--- config.mk ---
export PLATFORM = sky130hd
export DESIGN_NAME = pxp_expander
export DESIGN_NICKNAME = d
export VERILOG_FILES = /design/src/verilog/pxp_pkg.sv /design/src/verilog/pxp_sync.sv /design/src/verilog/pxp_lvl_dec.sv /design/src/verilog/pxp_expander.sv
export SDC_FILE = /design/constraint.sdc
export NUM_CORES = 1
export LEC_CHECK = 0
export ABC_AREA = 1
export BUFFER_PORTS_ARGS = -buffer_cell sky130_fd_sc_hd__buf_2
export CORE_AREA = 5 5 126 80
export CTS_BUF_LIST = sky130_fd_sc_hd__clkbuf_8
export DETAILED_ROUTE_END_ITERATION = 10
export DIE_AREA = 0 0 131 85
export MAX_ROUTING_LAYER = met4
export PLACE_DENSITY = 0.77
export SYNTH_ARGS = -nofsm -noshare
export SYNTH_HDL_FRONTEND = slang
export SYNTH_SLANG_ARGS = --single-unit
--- constraint.sdc ---
create_clock -name clock_i -period 3.1 [get_ports clock_i]
set_input_delay 0.465 -clock clock_i [delete_from_list [all_inputs] [get_ports clock_i]]
set_output_delay 0.465 -clock clock_i [all_outputs]
set_load 0.01 [all_outputs]
--- src/verilog/pxp_pkg.sv ---
// Constants and types shared by the port expander serial front end
package pxp_pkg;

  // Fixed top three bits of the two slave addresses
  localparam logic [2:0] PXP_PFX_A = 3'h6;
  localparam logic [2:0] PXP_PFX_B = 3'h5;

  // Serial byte: bit counter value once all data bits are in
  localparam logic [3:0] PXP_BIT_FULL = 4'h8;
  localparam logic [3:0] PXP_BIT_LAST = 4'h7;

  // Output latch reset values of both groups
  localparam logic [7:0] PXP_RST_LAT_A = 8'hff;
  localparam logic [7:0] PXP_RST_LAT_B = 8'hff;

  // Group A byte: open-drain ports sit in bits 5..2
  localparam int PXP_IO_LSB = 2;
  localparam int PXP_IO_MSB = 5;

  // Address bits given by the low select pin
  localparam logic [1:0] PXP_LO_GND = 2'h0;
  localparam logic [1:0] PXP_LO_VDD = 2'h1;
  localparam logic [1:0] PXP_LO_SCL = 2'h2;
  localparam logic [1:0] PXP_LO_SDA = 2'h3;
  // Address bits given by the high select pin
  localparam logic [1:0] PXP_HI_SCL = 2'h0;
  localparam logic [1:0] PXP_HI_SDA = 2'h1;
  localparam logic [1:0] PXP_HI_GND = 2'h2;
  localparam logic [1:0] PXP_HI_VDD = 2'h3;

  typedef enum logic [1:0] {
    PXP_LVL_GND,
    PXP_LVL_VDD,
    PXP_LVL_SCL,
    PXP_LVL_SDA
  } pxp_lvl_e;

  typedef enum logic [2:0] {
    PXP_ST_IDLE,
    PXP_ST_ADDR,
    PXP_ST_ADDR_ACK,
    PXP_ST_WR_DATA,
    PXP_ST_WR_ACK,
    PXP_ST_RD_DATA,
    PXP_ST_RD_ACK,
    PXP_ST_IGNORE
  } pxp_st_e;

endpackage

--- src/verilog/pxp_sync.sv ---
// Two-stage synchroniser for a group of asynchronous inputs
`timescale 1ns/10ps
`default_nettype none

module pxp_sync #(
  parameter int WIDTH = 1
) (
  input  wire logic             clock_i,
  input  wire logic             rst_i,
  input  wire logic [WIDTH-1:0] async_i,
  output logic      [WIDTH-1:0] sync_o
);
  import pxp_pkg::*;

  typedef struct packed {
    logic [WIDTH-1:0] meta;
    logic [WIDTH-1:0] safe;
  } pxp_sync_s;

  pxp_sync_s q;
  pxp_sync_s d;

  // The first stage feeds only the second one
  always_comb begin
    d.meta = async_i;
    d.safe = q.meta;
  end

  always_ff @(posedge clock_i or posedge rst_i) begin
    if (rst_i) begin
      // All pads but the select straps idle high (pull-ups, released ports, latches reset
      // high), so starting high raises no false edge or change
      q <= '1;
    end else begin
      q <= d;
    end
  end

  assign sync_o = q.safe;

endmodule
`default_nettype wire

--- src/verilog/pxp_lvl_dec.sv ---
// Four-level decoder for one address select pin
`timescale 1ns/10ps
`default_nettype none

module pxp_lvl_dec (
  input  wire logic             clock_i,
  input  wire logic             rst_i,
  input  wire logic             scl_i,
  input  wire logic             sda_i,
  input  wire logic             pin_i,
  output pxp_pkg::pxp_lvl_e     level_o
);
  import pxp_pkg::*;

  typedef struct packed {
    logic     mis_sda;
    logic     mis_scl;
    pxp_lvl_e level;
  } pxp_dec_s;

  pxp_dec_s q;
  pxp_dec_s d;

  // Only moments where SDA and SCL differ tell the strap apart
  always_comb begin
    d = q;
    if (scl_i != sda_i) begin
      if (pin_i != sda_i) begin
        d.mis_sda = 1'b1;
      end
      if (pin_i != scl_i) begin
        d.mis_scl = 1'b1;
      end
    end
    if (!d.mis_sda) begin
      d.level = PXP_LVL_SDA;
    end else if (!d.mis_scl) begin
      d.level = PXP_LVL_SCL;
    end else if (pin_i) begin
      d.level = PXP_LVL_VDD;
    end else begin
      d.level = PXP_LVL_GND;
    end
  end

  always_ff @(posedge clock_i or posedge rst_i) begin
    if (rst_i) begin
      q <= '{mis_sda: 1'b0, mis_scl: 1'b0, level: PXP_LVL_SDA};
    end else begin
      q <= d;
    end
  end

  assign level_o = q.level;

endmodule
`default_nettype wire

--- src/verilog/pxp_expander.sv ---
// Serial slave front end of the 16-port dual-address expander
`timescale 1ns/10ps
`default_nettype none

module pxp_expander #(
  parameter logic [7:0] RST_LAT_A = pxp_pkg::PXP_RST_LAT_A,
  parameter logic [7:0] RST_LAT_B = pxp_pkg::PXP_RST_LAT_B
) (
  input  wire logic       clock_i,
  input  wire logic       rst_i,
  input  wire logic       scl_i,
  input  wire logic       sda_i,
  output logic            sda_o,
  output logic            sda_oe_o,
  input  wire logic       addr_select_lo_pin_i,
  input  wire logic       addr_select_hi_pin_i,
  input  wire logic [3:0] open_drain_io_ports_i,
  output logic      [3:0] open_drain_io_ports_o,
  output logic      [3:0] open_drain_io_ports_oe_o,
  output logic            group_a_out_0_o,
  output logic            group_a_out_1_o,
  output logic            group_a_out_6_o,
  output logic            group_a_out_7_o,
  input  wire logic [3:0] group_a_out_pins_i,
  output logic      [7:0] group_b_outputs_o,
  input  wire logic [7:0] group_b_outputs_i,
  output logic            change_alert_n_o
);
  import pxp_pkg::*;

  typedef struct packed {
    pxp_st_e    st;
    logic [3:0] bitcnt;
    logic [7:0] shreg;
    logic       grp_b;
    logic       rnw;
    logic       nxt_flags;
    logic       rd_a;
    logic [7:0] flag_hold;
    logic [3:0] snap;
    logic [3:0] flags;
    logic       alert_n;
    logic       sda_oe;
    logic       scl_d;
    logic       sda_d;
    logic [7:0] lat_a;
    logic [7:0] lat_b;
  } pxp_main_s;

  localparam pxp_main_s RST_STATE = '{
    st:        PXP_ST_IDLE,
    bitcnt:    4'h0,
    shreg:     8'h00,
    grp_b:     1'b0,
    rnw:       1'b0,
    nxt_flags: 1'b0,
    rd_a:      1'b0,
    flag_hold: 8'h00,
    snap:      RST_LAT_A[PXP_IO_MSB:PXP_IO_LSB],
    flags:     4'h0,
    alert_n:   1'b1,
    sda_oe:    1'b0,
    scl_d:     1'b1,
    sda_d:     1'b1,
    lat_a:     RST_LAT_A,
    lat_b:     RST_LAT_B
  };

  pxp_main_s q;
  pxp_main_s d;

  logic [19:0] raw_in;
  logic [19:0] syn_in;
  logic        scl_s;
  logic        sda_s;
  logic        sel_lo_s;
  logic        sel_hi_s;
  logic [3:0]  io_live;
  logic [3:0]  a_out_live;
  logic [7:0]  b_live;
  pxp_lvl_e    lvl_lo;
  pxp_lvl_e    lvl_hi;

  // Every pad input crosses into the clock domain here
  assign raw_in = {group_b_outputs_i, group_a_out_pins_i,
                   open_drain_io_ports_i, addr_select_hi_pin_i,
                   addr_select_lo_pin_i, sda_i, scl_i};

  pxp_sync #(
    .WIDTH (20)
  ) u_sync (
    .clock_i (clock_i),
    .rst_i   (rst_i),
    .async_i (raw_in),
    .sync_o  (syn_in)
  );

  assign scl_s      = syn_in[0];
  assign sda_s      = syn_in[1];
  assign sel_lo_s   = syn_in[2];
  assign sel_hi_s   = syn_in[3];
  assign io_live    = syn_in[7:4];
  assign a_out_live = syn_in[11:8];
  assign b_live     = syn_in[19:12];

  pxp_lvl_dec u_dec_lo (
    .clock_i (clock_i),
    .rst_i   (rst_i),
    .scl_i   (scl_s),
    .sda_i   (sda_s),
    .pin_i   (sel_lo_s),
    .level_o (lvl_lo)
  );

  pxp_lvl_dec u_dec_hi (
    .clock_i (clock_i),
    .rst_i   (rst_i),
    .scl_i   (scl_s),
    .sda_i   (sda_s),
    .pin_i   (sel_hi_s),
    .level_o (lvl_hi)
  );

  logic       scl_rise;
  logic       scl_fall;
  logic       start_c;
  logic       stop_c;
  logic       take_snap;
  logic       addr_hit;
  logic [3:0] addr_low;
  logic [1:0] lo_bits;
  logic [1:0] hi_bits;
  logic [3:0] diff;
  logic [7:0] a_byte;

  always_comb begin
    case (lvl_lo)
      PXP_LVL_GND: lo_bits = PXP_LO_GND;
      PXP_LVL_VDD: lo_bits = PXP_LO_VDD;
      PXP_LVL_SCL: lo_bits = PXP_LO_SCL;
      default:     lo_bits = PXP_LO_SDA;
    endcase
    case (lvl_hi)
      PXP_LVL_GND: hi_bits = PXP_HI_GND;
      PXP_LVL_VDD: hi_bits = PXP_HI_VDD;
      PXP_LVL_SCL: hi_bits = PXP_HI_SCL;
      default:     hi_bits = PXP_HI_SDA;
    endcase
  end

  assign addr_low = {hi_bits, lo_bits};

  // group A byte from pins, outputs read back as inputs
  assign a_byte = {a_out_live[3], a_out_live[2], io_live,
                   a_out_live[1], a_out_live[0]};

  // only ports whose latch is high act as inputs
  assign diff = (io_live ^ q.snap) & q.lat_a[PXP_IO_MSB:PXP_IO_LSB];

  always_comb begin
    d = q;
    take_snap = 1'b0;
    addr_hit = 1'b0;
    d.scl_d = scl_s;
    d.sda_d = sda_s;
    scl_rise = scl_s & ~q.scl_d;
    scl_fall = ~scl_s & q.scl_d;
    // data moves only with SCL low, so an edge on SDA
    // while SCL stays high is a bus condition
    start_c = scl_s & q.scl_d & q.sda_d & ~sda_s;
    stop_c  = scl_s & q.scl_d & ~q.sda_d & sda_s;

    if (start_c) begin
      d.st = PXP_ST_ADDR;
      d.bitcnt = 4'h0;
      d.sda_oe = 1'b0;
      d.rd_a = 1'b0;
    end else if (stop_c) begin
      d.st = PXP_ST_IDLE;
      d.sda_oe = 1'b0;
      d.rd_a = 1'b0;
    end else begin
      case (q.st)
        PXP_ST_ADDR: begin
          if (scl_rise) begin
            d.shreg = {q.shreg[6:0], sda_s};
            d.bitcnt = q.bitcnt + 4'h1;
          end else if (scl_fall && q.bitcnt == PXP_BIT_FULL) begin
            if (q.shreg[7:5] == PXP_PFX_A ||
                q.shreg[7:5] == PXP_PFX_B) begin
              addr_hit = (q.shreg[4:1] == addr_low);
            end
            d.grp_b = (q.shreg[7:5] == PXP_PFX_B);
            d.rnw = q.shreg[0];
            if (addr_hit) begin
              d.sda_oe = 1'b1;
              d.st = PXP_ST_ADDR_ACK;
            end else begin
              d.st = PXP_ST_IGNORE;
            end
          end
        end
        PXP_ST_ADDR_ACK: begin
          if (scl_rise) begin
            take_snap = 1'b1;
            d.nxt_flags = 1'b1;
            // addressed group's data from the pins
            d.shreg = q.grp_b ? b_live : a_byte;
            if (!q.grp_b) begin
              // only group A clears the alert
              d.alert_n = 1'b1;
              // alert held off for the read
              d.rd_a = q.rnw;
            end
          end else if (scl_fall) begin
            d.bitcnt = 4'h0;
            if (q.rnw) begin
              d.sda_oe = ~q.shreg[7];
              d.st = PXP_ST_RD_DATA;
            end else begin
              d.sda_oe = 1'b0;
              d.st = PXP_ST_WR_DATA;
            end
          end
        end
        PXP_ST_WR_DATA: begin
          if (scl_rise) begin
            d.shreg = {q.shreg[6:0], sda_s};
            d.bitcnt = q.bitcnt + 4'h1;
          end else if (scl_fall && q.bitcnt == PXP_BIT_FULL) begin
            // each byte sets the whole group
            if (q.grp_b) begin
              d.lat_b = q.shreg;
            end else begin
              d.lat_a = q.shreg;
            end
            // ninth bit held low by us
            d.sda_oe = 1'b1;
            d.st = PXP_ST_WR_ACK;
          end
        end
        PXP_ST_WR_ACK: begin
          if (scl_fall) begin
            d.sda_oe = 1'b0;
            d.bitcnt = 4'h0;
            d.st = PXP_ST_WR_DATA;
          end
        end
        PXP_ST_RD_DATA: begin
          if (scl_fall) begin
            if (q.bitcnt == PXP_BIT_LAST) begin
              d.sda_oe = 1'b0;
              d.st = PXP_ST_RD_ACK;
            end else begin
              d.shreg = {q.shreg[6:0], 1'b0};
              d.sda_oe = ~q.shreg[6];
              d.bitcnt = q.bitcnt + 4'h1;
            end
          end
        end
        PXP_ST_RD_ACK: begin
          if (scl_rise) begin
            if (sda_s) begin
              // no ack: snapshot kept, alert left alone
              d.st = PXP_ST_IGNORE;
            end else if (q.grp_b) begin
              d.shreg = b_live;
            end else if (q.nxt_flags) begin
              // flags captured at the last sample
              d.shreg = q.flag_hold;
              d.nxt_flags = 1'b0;
            end else begin
              // new pair: resample and reset flags
              take_snap = 1'b1;
              d.shreg = a_byte;
              d.nxt_flags = 1'b1;
            end
          end else if (scl_fall) begin
            d.bitcnt = 4'h0;
            d.sda_oe = ~q.shreg[7];
            d.st = PXP_ST_RD_DATA;
          end
        end
        PXP_ST_IGNORE: begin
          d.sda_oe = 1'b0;
        end
        default: begin
          d.sda_oe = 1'b0;
        end
      endcase
    end

    // snapshot is exactly the data being sent; a change
    // in the sampling cycle moves into the held flags, not lost
    if (take_snap) begin
      d.snap = io_live;
      d.flag_hold = 8'h00;
      d.flag_hold[PXP_IO_MSB:PXP_IO_LSB] = q.flags | diff;
      d.flags = 4'h0;
    end else begin
      d.flags = q.flags | diff;
    end

    // alert only outside a group A read, and only for
    // changes not yet resampled into sent data
    if (!d.rd_a && d.flags != 4'h0) begin
      d.alert_n = 1'b0;
    end
  end

  always_ff @(posedge clock_i or posedge rst_i) begin
    if (rst_i) begin
      q <= RST_STATE;
    end else begin
      q <= d;
    end
  end

  // Open-drain pads only ever drive low
  assign sda_o = 1'b0;
  assign sda_oe_o = q.sda_oe;
  assign open_drain_io_ports_o = 4'h0;
  assign open_drain_io_ports_oe_o = ~q.lat_a[PXP_IO_MSB:PXP_IO_LSB];
  assign group_a_out_0_o = q.lat_a[0];
  assign group_a_out_1_o = q.lat_a[1];
  assign group_a_out_6_o = q.lat_a[6];
  assign group_a_out_7_o = q.lat_a[7];
  assign group_b_outputs_o = q.lat_b;
  assign change_alert_n_o = q.alert_n;

endmodule
`default_nettype wire

==> metrics.md <==
| Metric | Value |
|---|---|
| Maximum level of the CTS H-tree | `3` |
| Number of synthesized flops with an enable pin | `0` |
| Number of vias after detailed routing | `3,623` |
| Master cell of the clock root buffer | `sky130_fd_sc_hd__clkbuf_8` |
| Total routing usage reported by global routing | `a little over a fifth` |
| Fraction of layout instances using a drive strength above 1 | `27.18%` |
| Post-route total power | `4.302 mW` |
| Type of element launching the critical path | `register` |
| CTS clk-pin slew, worst paths | `around 0.090 ns` |
| Filler instances | `800` |
| Clock insertion delay at the later pin of the skew report | `0.37 ns` |
| Cell family with most CP delay | `simple AND/OR/NAND/NOR gates` |
| Final hold slack | `0.1904 ns` |
| Layout Skew | `0.01012 ns` |
| Type of the worst setup path | `reg2reg` |
| Area of combinational cells with multiple inputs | `0.001789 sq mm` |
| Num CTS Buffers | `9` |
| TNS Setup | `0 ns` |
| WL/cell | `15.39 um` |
| Remaining antenna violation count | `0` |
| Fmax achieved | `413.9 MHz` |
| Sequential cell area | `0.002561 sq mm` |
| Delay contributed by the slowest stage of the critical path | `0.58 ns` |
| Worst IR Drop VDD | `0.3556 mV` |
| Buffers and inverters on the worst path | `1` |
| Share of the synthesized area in the top cell type | `a little under two fifths` |
| Number of global-route vias before repair | `3,428` |
| Pin count of the biggest net entering global routing | `51` |
| Post CTS Setup Buffer Count | `0` |
| Largest cells by area after synthesis | `sky130_fd_sc_hd__dfstp_2 37%, sky130_fd_sc_hd__dfrtp_1 17%, sky130_fd_sc_hd__nand2_1 13%` |
| Max stage delay cell, worst path | `sky130_fd_sc_hd__dfstp_2` |
| Ant diodes | `0` |
| DR vias/cell | `5.168` |
| Area added between synthesis and finish | `8.430%` |
| Overflow left after global routing | `0` |
| Die span in x | `approximately 130 um` |
| Cell taking the most area after synthesis | `sky130_fd_sc_hd__dfstp_2` |
| Critical path cell sequence | `ha_1, inv_1, nor2_2, nand4_2, mux2_2` |
| TritonCTS clock tree | `built` |
| Number of max-capacitance violations reported | `0` |
| Area of the die | `0.01114 sq mm` |
| Final design area excluding fillers | `approximately 0.005 sq mm` |
| Instance area at placement | `0.004964 sq mm` |
| Distinct cell type count after synthesis | `38` |
| YS warnings | `0` |
| Tightest Pin Transition | `0.8115 ns` |
| Number of DRC violations after detailed-routing iteration 0 | `400` |
| Run status | `finished, final reports clean` |
| RSZ-0062 raised after global routing | `false` |
| Antenna violations before repair | `0` |
| Resized Gates After CTS | `0` |
| Number of standard cells after synthesis | `about 550` |
| DRC violations left | `0` |
| Largest fanout of any net on the critical path | `18` |
| Commonest cells in the netlist | `169 x sky130_fd_sc_hd__nand2_1, 67 x sky130_fd_sc_hd__dfstp_2, 56 x sky130_fd_sc_hd__inv_1` |
| Global-route wire length before repair | `17.95 mm` |
| Final clock period utilization by the worst path | `between 70% and 80%` |
| Site Rows | `27` |
| Leakage | `approximately 2.5 nW` |
| Minimum period implied by the final worst setup slack | `between 2 and 2.5 ns` |
| Count of port buffers added during placement | `39` |
| Die extent in y | `85 um` |
| Post-layout net count | `607` |
| Main flop type after synthesis | `sky130_fd_sc_hd__dfstp_2` |
| Number of storage elements in the synthesis netlist | `99` |
| Share of synthesized flip-flops with an asynchronous set or reset | `100.0%` |
| Category of the worst setup path capture point | `register` |
| Maximum clock insertion buffer count | `2` |
| Worst Path Required | `3.35 ns` |
| Share of synthesized area occupied by flip-flops and latches | `between 50 and 60%` |
| Count of endpoints failing hold in the final timing report | `0` |
| CTS hold repair buffers | `0` |
| Ratio of total power to cell area | `approximately 840 mW/mm^2` |
| Data arrival at the endpoint of the critical path | `2.67 ns` |
| Tightest Hold Check Type | `in2reg` |
| Relative max-transition margin | `45.84%` |
| Area of the mapped netlist | `roughly 0.0047 sq mm` |
| Sum of net half-perimeters after detailed placement | `around 8 mm` |
| Final number of max-transition violations | `0` |
| Area of the core | `0.008851 sq mm` |
| First-pass detailed-route iteration total | `5` |
| Count of pins on the block boundary | `45` |
| Sinks on Clock Net | `99` |
| Routability Congestion | `0.9712` |
| Cell with the most instances after synthesis | `sky130_fd_sc_hd__nand2_1` |
| Post-synthesis average cell area | `8.667 sq um` |
| Initial core utilization | `53.66%` |
| Endpoints failing setup | `0` |
| Overall routed net length | `10.79 mm` |
cells by family (layout without fill, tap and decap cells):
family | after synthesis | in the layout | synth area share [%]
simple gates | 271 | 271 | 25.39
fa+ha+maj | 5 | 5 | 1.317
other cells | 1 | 5 | 0.07895
mux | 4 | 4 | 0.9483
flops | 99 | 99 | 53.93
xor+xnor | 4 | 4 | 0.7378
compound gates | 77 | 77 | 8.878
buf+inv | 87 | 120 | 8.720
sequential cells by signal, summed over array words and instances (netlist names):
signal and cells:
group_a_out_1_o 1, group_b_outputs_o 8, group_a_out_7_o 1, u_sync.d 20, u_sync.sync_o 20, u_dec_hi.q 2
group_a_out_0_o 1, change_alert_n_o 1, group_a_out_6_o 1, u_dec_lo.q 2, sda_oe_o 1, q 37
u_dec_lo.level_o 2, u_dec_hi.level_o 2
layout make-up:
class	count	area share (%)
Sequential cell	99	49.73
Clock inverter	6	0.9475
Multi-Input combinational cell	366	34.74
Timing Repair Buffer	43	4.616
Tap cell	116	2.818
Inverter	61	4.470
Clock buffer	10	2.672
power by group:
part	total, mW	switching, mW	leakage [nW]	internal (mW)
clock network	0.790	0.466	0.0966	0.324
registers	1.81	0.220	1.10	1.59
logic	1.70	1.14	1.28	0.560
through the flow:
stage          setup slack, ns  std cells  util [%]
3_3_place_gp            0.8273        685     56.08
6_report                0.6837        701     58.18
3_5_place_dp            0.7124        685     56.08
2_1_floorplan           0.1555        552         -
4_1_cts                 0.6977        701     58.18
5_1_grt                 0.4696        701     58.18
path summary, 6_finish.rpt:
path                                           from              endpoint  slack, ns  depth (start not counted)
max in group asynchronous                     rst_i  group_b_outputs_o[0]       2.09                          3
setup reg to reg                   u_sync.sync_o[0]                 q[30]       0.68                          5
min in group asynchronous                     rst_i                 q[51]       0.23                          2
hold reg to reg                        u_sync.d[14]     u_sync.sync_o[14]       0.36                          0
setup / recovery                   u_sync.sync_o[0]                 q[30]       0.68                          5
hold / removal             open_drain_io_ports_i[0]           u_sync.d[4]       0.19                          1
layout by cell type (no fill, tap or decap), types with 6 or more instances in the layout:
cell type,netlist,layout
sky130_fd_sc_hd__nor2_1,45,45
sky130_fd_sc_hd__o21ai_0,41,41
sky130_fd_sc_hd__o211ai_1,6,6
sky130_fd_sc_hd__nand3_1,26,26
sky130_fd_sc_hd__inv_1,56,56
sky130_fd_sc_hd__dfstp_2,67,67
sky130_fd_sc_hd__a21oi_1,12,12
sky130_fd_sc_hd__buf_2,6,39
sky130_fd_sc_hd__dfrtp_1,32,32
sky130_fd_sc_hd__o21ai_1,10,10
sky130_fd_sc_hd__clkbuf_8,0,10
sky130_fd_sc_hd__nand2_1,169,169
per-layer routing:
metal	part of all wire, %	GRT usage, %	vias up
met2	40	27.72	148
met3	8.8	5.723	8
li1	-	-	1775
met5	0	-	-
met1	51	33.47	1692
met4	0.74	3.641	0
Power figures use the tool's default switching activity.
